### config.mk
export PLATFORM = sky130hd
export DESIGN_NAME = tws_eeprom
export DESIGN_NICKNAME = d
export VERILOG_FILES = /design/src/core/tws_pkg.sv /design/src/core/tws_eeprom.sv /design/src/core/tws_fifo.sv
export SDC_FILE = /design/constraint.sdc
export NUM_CORES = 1
export LEC_CHECK = 0
export ABC_AREA = 1
export BUFFER_PORTS_ARGS = -buffer_cell sky130_fd_sc_hd__buf_2
export CAP_MARGIN = 20
export CORE_MARGIN = 1.5
export CORE_UTILIZATION = 50
export CTS_CLUSTER_SIZE = 25
export DETAILED_ROUTE_END_ITERATION = 12
export PLACE_DENSITY_LB_ADDON = 0.2
export RECOVER_POWER = 100
export SLEW_MARGIN = 20
export SYNTH_ARGS = -nofsm -noshare
export SYNTH_HDL_FRONTEND = slang
export SYNTH_SLANG_ARGS = --single-unit
export TNS_END_PERCENT = 30
### constraint.sdc
create_clock -name ref_clk -period 4.6 [get_ports ref_clk]
set_input_delay 0.92 -clock ref_clk [delete_from_list [all_inputs] [get_ports ref_clk]]
set_output_delay 0.92 -clock ref_clk [all_outputs]
set_load 0.01 [all_outputs]
### src/core/tws_pkg.sv
/*
  Shared constants and types of the three-wire serial memory block.
  Assumes a 125 MHz core clock; all pin timing is counted in its cycles.
*/
package tws_pkg;

  // ********************************
  // Timing
  // ********************************
  localparam int CLK_PERIOD_NS   = 8;
  localparam int SELECT_LOW_NS   = 250;
  localparam int SELECT_LOW_CYC  =
    (SELECT_LOW_NS + CLK_PERIOD_NS - 1) / CLK_PERIOD_NS;
  localparam int PROG_CYCLE_MS   = 10;
  localparam int PROG_CYCLE_CYC  = PROG_CYCLE_MS * 1000000 / CLK_PERIOD_NS;
  localparam int LOW_CNT_W       = 6;
  localparam int TIMER_W         = 21;

  // ********************************
  // Geometry
  // ********************************
  localparam int ADDR_W     = 6;
  localparam int DATA_W     = 16;
  localparam int WORDS      = 64;
  localparam int HEAD_BITS  = 8;
  localparam int FIFO_DEPTH = 16;
  localparam int JOB_W      = 2 + ADDR_W + DATA_W;

  // ********************************
  // Op codes and sub-codes
  // ********************************
  localparam logic [1:0] OP_SPECIAL     = 2'h0;
  localparam logic [1:0] OP_WRITE       = 2'h1;
  localparam logic [1:0] OP_READ        = 2'h2;
  localparam logic [1:0] OP_ERASE       = 2'h3;
  localparam logic [1:0] SUB_DISABLE    = 2'h0;
  localparam logic [1:0] SUB_WRITE_ALL  = 2'h1;
  localparam logic [1:0] SUB_ERASE_ALL  = 2'h2;
  localparam logic [1:0] SUB_ENABLE     = 2'h3;
  localparam logic [15:0] ERASED_WORD   = 16'hffff;

  typedef enum logic [1:0] {
    TWS_JOB_ERASE, TWS_JOB_WRITE, TWS_JOB_ERASE_ALL, TWS_JOB_WRITE_ALL
  } tws_job_t;

  typedef enum {RX_IDLE, RX_HEAD, RX_DATA, RX_READ, RX_DONE} tws_rx_t;
  typedef enum {SQ_IDLE, SQ_FILL, SQ_WAIT} tws_seq_t;

endpackage

### src/core/tws_eeprom.sv
/*
  Command decoder and array sequencer of a 64 x 16 three-wire serial memory.
  Assumes the host pins arrive asynchronously and are sampled by ref_clk.
*/
module tws_eeprom #(
  parameter int PROG_CYCLES = tws_pkg::PROG_CYCLE_CYC
) (
  // Clock and reset
  input  wire logic ref_clk,
  input  wire logic reset_n,
  // Host serial pins
  input  wire logic chip_select,
  input  wire logic shift_clock,
  input  wire logic serial_in,
  // Serial data out, three-state
  output logic      serial_out,
  output logic      serial_out_oe,
  // Programming activity
  output logic      program_busy
);
  import tws_pkg::*;

  // ********************************
  // Pin synchronisers
  // ********************************
  logic cs_meta, cs_sync, cs_prev;
  logic clk_meta, clk_sync, clk_prev;
  logic din_meta, din_sync;

  always_ff @(posedge ref_clk) begin
    if (!reset_n) begin
      cs_meta  <= 1'b0;
      cs_sync  <= 1'b0;
      cs_prev  <= 1'b0;
      clk_meta <= 1'b0;
      clk_sync <= 1'b0;
      clk_prev <= 1'b0;
      din_meta <= 1'b0;
      din_sync <= 1'b0;
    end else begin
      cs_meta  <= chip_select;
      cs_sync  <= cs_meta;
      cs_prev  <= cs_sync;
      clk_meta <= shift_clock;
      clk_sync <= clk_meta;
      clk_prev <= clk_sync;
      din_meta <= serial_in;
      din_sync <= din_meta;
    end
  end

  logic shift_rise;
  logic cs_rise;
  assign shift_rise = cs_sync && clk_sync && !clk_prev;
  assign cs_rise    = cs_sync && !cs_prev;

  // ********************************
  // Select low time
  // ********************************
  logic [LOW_CNT_W-1:0] low_cnt;
  logic                 low_long;
  assign low_long = (low_cnt == LOW_CNT_W'(SELECT_LOW_CYC));

  always_ff @(posedge ref_clk) begin
    if (!reset_n || cs_sync) begin
      low_cnt <= '0;
    end else if (!low_long) begin
      low_cnt <= low_cnt + 1'b1;
    end
  end

  // ********************************
  // Instruction decoder
  // ********************************
  tws_rx_t     rx;
  logic [3:0]  bit_cnt;
  logic [7:0]  head;
  logic [15:0] data_sr;
  logic [7:0]  next_head;
  logic [1:0]  cur_op;
  logic [1:0]  cur_sub;
  logic        head_done;
  logic        data_done;

  assign next_head = {head[6:0], din_sync};
  assign cur_op    = next_head[7:6];
  assign cur_sub   = next_head[5:4];
  assign head_done = shift_rise && rx == RX_HEAD &&
                     bit_cnt == 4'(HEAD_BITS - 1);
  assign data_done = shift_rise && rx == RX_DATA && bit_cnt == 4'hf;

  always_ff @(posedge ref_clk) begin
    if (!reset_n || !cs_sync) begin
      rx      <= RX_IDLE;
      bit_cnt <= 4'h0;
    end else if (shift_rise) begin
      bit_cnt <= bit_cnt + 4'h1;
      case (rx)
        RX_IDLE: begin
          bit_cnt <= 4'h0;
          if (din_sync) begin
            rx <= RX_HEAD;
          end
        end
        RX_HEAD: begin
          if (head_done) begin
            bit_cnt <= 4'h0;
            if (cur_op == OP_READ) begin
              rx <= RX_READ;
            end else if (cur_op == OP_WRITE ||
                         (cur_op == OP_SPECIAL &&
                          cur_sub == SUB_WRITE_ALL)) begin
              rx <= RX_DATA;
            end else begin
              rx <= RX_DONE;
            end
          end
        end
        RX_DATA: begin
          if (data_done) begin
            rx <= RX_DONE;
          end
        end
        RX_READ: begin
          if (bit_cnt == 4'hf) begin
            rx <= RX_DONE;
          end
        end
        RX_DONE: begin
          rx <= RX_DONE;
        end
        default: begin
          rx <= RX_IDLE;
        end
      endcase
    end
  end

  always_ff @(posedge ref_clk) begin
    if (!reset_n) begin
      head    <= 8'h00;
      data_sr <= 16'h0000;
    end else if (rx == RX_HEAD && shift_rise) begin
      head <= next_head;
    end else if (rx == RX_DATA && shift_rise) begin
      data_sr <= {data_sr[14:0], din_sync};
    end
  end

  // ********************************
  // Programming permission
  // ********************************
  logic prog_enabled;

  always_ff @(posedge ref_clk) begin
    if (!reset_n) begin
      prog_enabled <= 1'b0;
    end else if (head_done && cur_op == OP_SPECIAL) begin
      if (cur_sub == SUB_ENABLE) begin
        prog_enabled <= 1'b1;
      end else if (cur_sub == SUB_DISABLE) begin
        prog_enabled <= 1'b0;
      end
    end
  end

  // ********************************
  // Programming jobs
  // ********************************
  logic             job_valid;
  logic             job_ready;
  tws_job_t         job_kind;
  logic [15:0]      job_word;
  logic [5:0]       job_addr;
  logic             q_valid;
  logic             q_ready;
  logic [JOB_W-1:0] q_data;
  tws_job_t         q_kind;

  always_comb begin
    job_valid = 1'b0;
    job_kind  = TWS_JOB_ERASE;
    job_word  = {data_sr[14:0], din_sync};
    // Erase queues at decode, writes after data: header already held
    job_addr  = head_done ? next_head[5:0] : head[5:0];
    if (head_done && prog_enabled) begin
      if (cur_op == OP_ERASE) begin
        job_valid = 1'b1;
      end else if (cur_op == OP_SPECIAL &&
                   cur_sub == SUB_ERASE_ALL) begin
        job_valid = 1'b1;
        job_kind  = TWS_JOB_ERASE_ALL;
      end
    end else if (data_done && prog_enabled) begin
      job_valid = 1'b1;
      job_kind  = (head[7:6] == OP_WRITE) ? TWS_JOB_WRITE
                                          : TWS_JOB_WRITE_ALL;
    end
  end

  tws_fifo #(
    .WIDTH (JOB_W),
    .DEPTH (FIFO_DEPTH)
  ) u_jobs (
    .ref_clk   (ref_clk),
    .reset_n   (reset_n),
    .in_valid  (job_valid),
    .in_ready  (job_ready),
    .in_data   ({job_kind, job_addr, job_word}),
    .out_valid (q_valid),
    .out_ready (q_ready),
    .out_data  (q_data)
  );

  assign q_kind = tws_job_t'(q_data[JOB_W-1 -: 2]);

  // ********************************
  // Array sequencer
  // ********************************
  tws_seq_t           seq;
  logic [TIMER_W-1:0] timer;
  logic [ADDR_W-1:0]  wr_addr;
  logic [15:0]        pattern;
  logic               all_words;
  logic               busy;
  logic [15:0]        mem [WORDS];
  logic [15:0]        mem_q;

  assign q_ready = (seq == SQ_IDLE);
  assign busy    = (seq != SQ_IDLE) || q_valid;

  always_ff @(posedge ref_clk) begin
    if (!reset_n) begin
      seq       <= SQ_IDLE;
      timer     <= '0;
      wr_addr   <= '0;
      pattern   <= 16'h0000;
      all_words <= 1'b0;
    end else begin
      case (seq)
        SQ_IDLE: begin
          if (q_valid) begin
            seq       <= SQ_FILL;
            all_words <= q_kind == TWS_JOB_ERASE_ALL ||
                         q_kind == TWS_JOB_WRITE_ALL;
            wr_addr   <= (q_kind == TWS_JOB_ERASE ||
                          q_kind == TWS_JOB_WRITE) ?
                         q_data[DATA_W +: ADDR_W] : '0;
            pattern   <= (q_kind == TWS_JOB_ERASE ||
                          q_kind == TWS_JOB_ERASE_ALL) ?
                         ERASED_WORD : q_data[DATA_W-1:0];
          end
        end
        SQ_FILL: begin
          if (!all_words || wr_addr == ADDR_W'(WORDS - 1)) begin
            seq   <= SQ_WAIT;
            timer <= '0;
          end else begin
            wr_addr <= wr_addr + 1'b1;
          end
        end
        SQ_WAIT: begin
          timer <= timer + 1'b1;
          if (timer == TIMER_W'(PROG_CYCLES - 1)) begin
            seq <= SQ_IDLE;
          end
        end
        default: begin
          seq <= SQ_IDLE;
        end
      endcase
    end
  end

  // Array contents survive reset
  always_ff @(posedge ref_clk) begin
    if (seq == SQ_FILL) begin
      mem[wr_addr] <= pattern;
    end
    mem_q <= mem[head[5:0]];
  end

  always_ff @(posedge ref_clk) begin
    if (!reset_n) begin
      program_busy <= 1'b0;
    end else begin
      program_busy <= busy;
    end
  end

  // ********************************
  // Ready/busy status
  // ********************************
  logic armed;
  logic status_on;

  always_ff @(posedge ref_clk) begin
    if (!reset_n) begin
      armed <= 1'b0;
    end else if (job_valid && job_ready) begin
      armed <= 1'b1;
    end else if (cs_rise) begin
      armed <= 1'b0;
    end
  end

  always_ff @(posedge ref_clk) begin
    if (!reset_n) begin
      status_on <= 1'b0;
    end else if (cs_rise) begin
      status_on <= armed && busy && low_long;
    end else if (!cs_sync || (shift_rise && rx == RX_IDLE && din_sync)) begin
      status_on <= 1'b0;
    end
  end

  // ********************************
  // Serial output
  // ********************************
  logic [1:0]  load_dly;
  logic [15:0] read_sr;
  logic        read_active;

  always_ff @(posedge ref_clk) begin
    if (!reset_n) begin
      load_dly <= 2'h0;
      read_sr  <= 16'h0000;
    end else begin
      load_dly <= {load_dly[0], head_done && cur_op == OP_READ};
      if (load_dly[1]) begin
        read_sr <= mem_q;
      end else if (shift_rise && rx == RX_READ) begin
        read_sr <= {read_sr[14:0], 1'b0};
      end
    end
  end

  always_ff @(posedge ref_clk) begin
    if (!reset_n || !cs_sync) begin
      read_active <= 1'b0;
    end else if (head_done && cur_op == OP_READ) begin
      read_active <= 1'b1;
    end
  end

  always_ff @(posedge ref_clk) begin
    if (!reset_n) begin
      serial_out    <= 1'b0;
      serial_out_oe <= 1'b0;
    end else if (!cs_sync) begin
      serial_out_oe <= 1'b0;
    end else if (head_done && cur_op == OP_READ) begin
      serial_out_oe <= 1'b1;
      serial_out    <= 1'b0;
    end else if (shift_rise && rx == RX_READ) begin
      serial_out <= read_sr[15];
    end else if (status_on) begin
      serial_out_oe <= 1'b1;
      serial_out    <= !busy;
    end else if (!read_active) begin
      serial_out_oe <= 1'b0;
    end
  end
endmodule

### src/core/tws_fifo.sv
/*
  Small synchronous FIFO with valid/ready on both sides.
  Assumes one clock and a synchronous active-low reset.
*/
module tws_fifo #(
  parameter int WIDTH = 24,
  parameter int DEPTH = 16
) (
  // Clock and reset
  input  wire logic             ref_clk,
  input  wire logic             reset_n,
  // Fill side
  input  wire logic             in_valid,
  output logic                  in_ready,
  input  wire logic [WIDTH-1:0] in_data,
  // Drain side
  output logic                  out_valid,
  input  wire logic             out_ready,
  output logic [WIDTH-1:0]      out_data
);
  localparam int PW = $clog2(DEPTH);

  logic [WIDTH-1:0] store [DEPTH];
  logic [PW:0]      wr_ptr;
  logic [PW:0]      rd_ptr;

  assign in_ready  = (wr_ptr[PW] == rd_ptr[PW]) ||
                     (wr_ptr[PW-1:0] != rd_ptr[PW-1:0]);
  assign out_valid = (wr_ptr != rd_ptr);
  assign out_data  = store[rd_ptr[PW-1:0]];

  always_ff @(posedge ref_clk) begin
    if (in_valid && in_ready) begin
      store[wr_ptr[PW-1:0]] <= in_data;
    end
  end

  always_ff @(posedge ref_clk) begin
    if (!reset_n) begin
      wr_ptr <= '0;
      rd_ptr <= '0;
    end else begin
      if (in_valid && in_ready) begin
        wr_ptr <= wr_ptr + 1'b1;
      end
      if (out_valid && out_ready) begin
        rd_ptr <= rd_ptr + 1'b1;
      end
    end
  end

endmodule

-- Yosys cells after proc, flatten, opt, wreduce, memory -nomap -nowiden
Memory sizes are Yosys's and may differ from the RTL's. A register that Yosys moved wholly into a read port is not among the register bits.
Index checks and enable logic that the tools add are counted.
Widths: inputs -> output; s select.
- bits in registers: 184
- memory bits (writable): 1408
- bits of input ports: 5
- output and inout bits: 3
- memories kept: 2
- memory list (name ; words ; bits a word ; read ports ; clocked after Yosys merged registers in ; wr ports ; RTL line ; text):
    mem ; 64 ; 16 ; 1 ; 1 ; 1 ; tws_eeprom.sv:226 ; logic [15:0] mem [WORDS];
    u_jobs.store ; 16 ; 24 ; 1 ; 1 ; 1 ; tws_fifo.sv:23 ; logic [WIDTH-1:0] store [DEPTH];
- add/sub/neg operators: 6
- eq/ne operators: 38
- muxes and demuxes: 51
- bitwise operators: 1
- reductions and logical operators: 61
- operators by type and width (kind ; number):
    $mux 32 ; 7
    $eq 32x2->1 const B ; 5
    $pmux 32 s5 ; 1
    $logic_not 32->1 ; 4
    $eq 32x3->1 const B ; 3
    $pmux 32 s3 ; 1
    $eq 32x1->1 const B ; 2
    $mux 16 ; 3
    $pmux 21 s2 ; 1
    $reduce_bool 32->1 ; 1
    $mux 6 ; 4
    $add 21x1->21 const B ; 1
    $eq 21x21->1 const B ; 1
    $mux 1 ; 21
    $mux 21 ; 1
    $logic_and 1x1->1 ; 20
    $ne 2x2->1 const B ; 9
    $reduce_and 2->1 ; 7
    $add 6x1->6 const B ; 2
    $eq 2x2->1 const B ; 6
    $eq 6x6->1 const B ; 2
    $mux 4 ; 3
    $pmux 6 s2 ; 1
    $reduce_bool 2->1 ; 6
    19 further kinds ; 45

-- Longest topological paths before layout
- depth in word-level cells: 10
- gate-level depth with buffers: 13

-- Cells and area by module
Synthesis repeated with hierarchy kept, for this count alone.
- cells, all modules: 5553
- area, all modules: 63188.1 um^2
- by module, submodules not included (module ; times used ; cells each ; area each (um^2) ; sequential area each (um^2)):
    tws_eeprom ; 1 ; 4212 ; 46739.8 ; 33372.0
    tws_fifo ; 1 ; 1341 ; 16448.3 ; 11811.3

-- Least setup slack after synthesis
OpenSTA, ideal clock, no wires.
- path kind: register to register
- start point: reg head[3]
- end point: mem u_jobs.store[11][0] (enable)
- data arrival time: 2787 ps
- data required time: 4195 ps
- setup slack: 1408 ps
- stages on the path, launching flop included: 13
- path buffers: 2
- period minus slack after synthesis: 3192 ps
- cells stage by stage: dfxtp_1 -> inv_1 -> clkbuf_1 -> clkbuf_1 -> ha_1 -> inv_1 -> o21ai_0 -> nand4_1 -> nand2_1 -> nand2_2 -> inv_2 -> nand2_1 -> nor2_1
- longest elaborated chain between the ends: 8
- RTL lines (what ; RTL line ; text):
    start: declaration ; tws_eeprom.sv:77 ; logic [7:0] head;
    start signal: assignment ; tws_eeprom.sv:144 ; head <= next_head;
    $eq 2x2->1 ; tws_eeprom.sv:190 ; cur_sub == SUB_ERASE_ALL) begin
    $logic_and 1x1->1 ; tws_eeprom.sv:189 ; end else if (cur_op == OP_SPECIAL &&
    $mux 1 ; tws_eeprom.sv:189 ;
    $mux 1 ; tws_eeprom.sv:187 ; if (cur_op == OP_ERASE) begin
    $mux 1 ; tws_eeprom.sv:186 ; if (head_done && prog_enabled) begin
    $logic_and 1x1->1 ; tws_fifo.sv:33 ; if (in_valid && in_ready) begin
    $mux 1 ; tws_fifo.sv:33 ;
    $mux 1 (implied by the code) ; tws_fifo.sv:34 ; store[wr_ptr[PW-1:0]] <= in_data;
    end: declaration ; tws_fifo.sv:23 ;
Every way passes these cells.

==> run_results.csv <==
group,metric,value,unit
sta,fin_crit_sh,0.824,
clock_network,cts_sinks,1553,
clock_network,path_clk_slew,0.06,ns
global_route,antenna_found_initial,6,
sta,final_hold_viol_count,0,
cells_and_area,nets,5276,
synthesis,syn_inst,5285,
pwr,power_switching,7.63,mW
pwr,p_leak,22.9,nW
floorplanning,fp.dieW,356,µm
global_route,grt_pass1_wl,244,mm
pwr,clockPowerShare,0.391,
sta,setup_violations,0,
worst_hold_path,hold_class,"in2reg",
routing,drc,0,
setup_path,crit_chain,"inv_4, buf_12, nor2_1, o22ai_1, o21ai_1, o21ai_0, nand3_1, nand2_1",
setup_path,slowest_stage,"inv_4",
placed_design,placed_cells,6733,
routing,drtIter0Drc,4896,
synthesis,yosys.area_share.simple,0.142,
outcome,violations,"capacitance limit, slew limit",
cells_and_area,final_cells,7027,
synthesis,syn_area_per_cell,11.8,µm²
synthesis,synth_cell_types,48,
cells_and_area,final_area,68600,µm²
synthesis,synthesis.nets,5303,
sta,fin_crit,3.79,ns
sta,relSlewSlack,-1.52,
routing,wl,164,mm
global_route,grt_max_degree,195,
flow_run,drv_cap,21,
placed_design,routabilityCongestion,0.873,
cells_and_area,synthToLayoutAreaGrowth,9.87,%
floorplanning,fp.dieH,356,µm
clock_network,cts_hold_buf,0,
pwr,swShare,0.245,
placed_design,placed_area,64100,µm²
routing,vias_per_cell,5.82,
cells_and_area,drive_gt1_frac,0.0568,
placed_design,dpl.hpwl,90.8,mm
synthesis,muxShareOfSynthArea,0,
setup_path,cp-start-kind,"register",
clock_network,numCtsBuffers,160,
pwr,power.density,455,nW/µm²
sta,fin_skew,0.0260,ns
cells_and_area,n_fill_cell,10315,
synthesis,synth_xor_xnor_area_share,0.00211,
clock_network,cts_root_buf,"clkbuf_16",
synthesis,synth.ff_latch_count,1553,
pwr,p_seq_frac,0.530,
clock_network,htree_levels,4,
sta,fmax,264,MHz
setup_path,end_kind,"register",
routing,firstDrtPassIters,6,
global_route,overflow,0,
synthesis,ys_seq_area_frac,0.724,
clock_network,cts_tree,"done",
sta,setup_tns,0,ns
floorplanning,initial_core_util,0.504,
routing,vias,40868,
synthesis,synth_top_area_frac,0.678,
synthesis,synthTopCellsByArea,"edfxtp_1 (68%), nand2_1 (5.4%), dfxtp_1 (4.7%), nor2_1 (4.5%), o21ai_0 (4.5%)",
clock_network,clk_latency,0.79,ns
sta,max_slew.worst_pin.slew,3.77,ns
floorplanning,coreArea,124000,µm²
routing,ant_nets,0,
setup_path,critPathMaxFanout,180,
synthesis,yosys_warnings,0,
synthesis,synth_top_family_by_area,"simple AND/OR/NAND/NOR gates",
sta,rsz0062_at_grt,"no",
floorplanning,io_pins,8,
pwr,p_comb_frac,0.078,
outcome,status,"complete, but fails checks",
synthesis,synth_top_cell_by_area,"edfxtp_1",
placed_design,io_buffers,7,
setup_path,worstSetupPathType,"reg2reg",
pwr,internal-power,23.6,mW
pwr,vdd_ir_drop_max,0.000430,V
global_route,grt_pass1_vias,38442,
setup_path,worst_ep_arrival_time,4.51,ns
clock_network,cts.path.max_buffers,3,
clock_network,postCtsResizedCells,0,
setup_path,max_stage_delay,1.35,ns
global_route,grt_use_total,0.256,
floorplanning,die_area,127000,µm²
sta,slew_violations,1338,
synthesis,synth_compound_area_frac,0.0913,
clock_network,cts_setup_buffers,0,
synthesis,synthAdderAreaFrac,0.00261,
routing,detail_route.wl_per_cell,23.3,µm
synthesis,syn_area,62400,µm²
setup_path,required,5.32,ns
floorplanning,fp-row-count,129,
==> final cells by class <==
class / count / area [µm²] / area share
Multi-Input combinational cell: 3242 / 14900 / 0.218
Sequential cell: 1553 / 45200 / 0.659
Clock inverter: 79 / 539 / 0.00787
Clock buffer: 214 / 4340 / 0.0633
Antenna cell: 1 / 2.50 / 0.0000365
Inverter: 161 / 619 / 0.00903
Tap cell: 1637 / 2050 / 0.0299
Timing Repair Buffer: 140 / 872 / 0.0127
==> sequential cells by signal (all words and copies together) (netlist names), 6 cells and up, named ones only <==
name          count
timer            21
u_jobs.store    384
read_sr          16
mem_q            16
low_cnt           6
wr_addr           6
head              8
data_sr          15
pattern          16
mem            1024
==> layout by cell type, fill, tap and decap left out, types with 10 or more instances in the layout <==
cell type     n
edfxtp_1   1408
ha_1         13
buf_4        25
nor3_1       11
dfxtp_1     134
o21ai_0     561
o22ai_1     161
a21oi_1     149
a31oi_1      14
nand2_1     904
nand3_1     469
buf_12       15
o21ai_1      81
nor2_4       14
nor2_1      733
clkinv_1     43
nand4_1      10
clkbuf_1    140
inv_1       147
o211ai_1     71
clkbuf_16   164
clkinv_2     24
xor2_1       12
==> layer usage <==
metal | GRT usage | vias to the layer above | share of wire
met5 | 0 | - | 0.000086
met4 | 0.0749 | 2 | 0.023
met3 | 0.0374 | 253 | 0.077
met2 | 0.408 | 1626 | 0.47
met1 | 0.368 | 20183 | 0.43
li1 | - | 18804 | -
==> through the flow <==
| stage | hold WS [ns] | util | setup WS [ns] | power (mW) |
|---|---|---|---|---|
| finish | 0.339 | 0.554 | 0.812 | 31.2 |
| global route | 0.338 | 0.554 | 0.664 | 32.1 |
| CTS | 0.299 | 0.557 | 1.56 | 31.3 |
| detailed placement | 0.411 | 0.518 | 1.57 | 19.2 |
| global placement | 0.404 | 0.518 | 1.64 | 19.2 |
| floorplan | 0.390 | - | 1.41 | 18.1 |
==> worst max-delay path: cells and delay by family, from the launching register on <==
kind                   cells  cell delay [ns]
AOI/OAI and AO/OA          3             0.86
buffers and inverters      2             1.76
DFF                        1             0.46
and+or+nand+nor            3             0.30
==> path summary, 6_finish.rpt <==
kind | startpoint | end | slack (ns) | cells after the start
setup reg to reg | head[0]$_SDFFE_PN0P_ | mem_q[4]$_DFF_P_ | 0.81 | 8
setup / recovery | head[0]$_SDFFE_PN0P_ | mem_q[4]$_DFF_P_ | 0.81 | 8
hold reg to reg | din_meta$_SDFF_PN0_ | din_sync$_SDFF_PN0_ | 0.41 | 2
hold / removal | serial_in | din_meta$_SDFF_PN0_ | 0.34 | 3
==> cell families (layout without fill, tap and decap cells) <==
kind of cell / Yosys count / after routing
AO/OA/AOI/OAI: 1051 / 1051
XOR/XNOR: 15 / 15
adder cells (fa/ha/maj): 13 / 13
buffers and inverters: 490 / 594
flip-flops: 1553 / 1553
other: 0 / 1
AND/OR/NAND/NOR: 2163 / 2163
==> cell usage after synthesis (all sizes together) <==
cell	instances
edfxtp	1408
nand2	908
nor2	753
o21ai	642
nand3	471
buf	197
o22ai	161
inv	157
a21oi	149
dfxtp	145
clkbuf	132
o211ai	71
a31oi	14
ha	13
nor3	12
xor2	12
nand4	10
a211oi	8
clkinv	4
or2	4
xnor2	3
nor4	2
a221oi	1
and2	1
and3	1
nand3b	1
o2111ai	1
o211a	1
o21a	1
o221ai	1
o41ai	1
==> power groups by stage <==
stage               Clock (mW)  Sequential [mW]  Combinational [mW]
floorplan                    0             16.9                1.23
global placement             0             16.7                2.44
detailed placement           0             16.7                2.47
CTS                       12.3             16.4                2.48
global route              12.9             16.6                2.66
finish                    12.2             16.5                2.44
No activity file was read; power rests on OpenSTA's default activity.
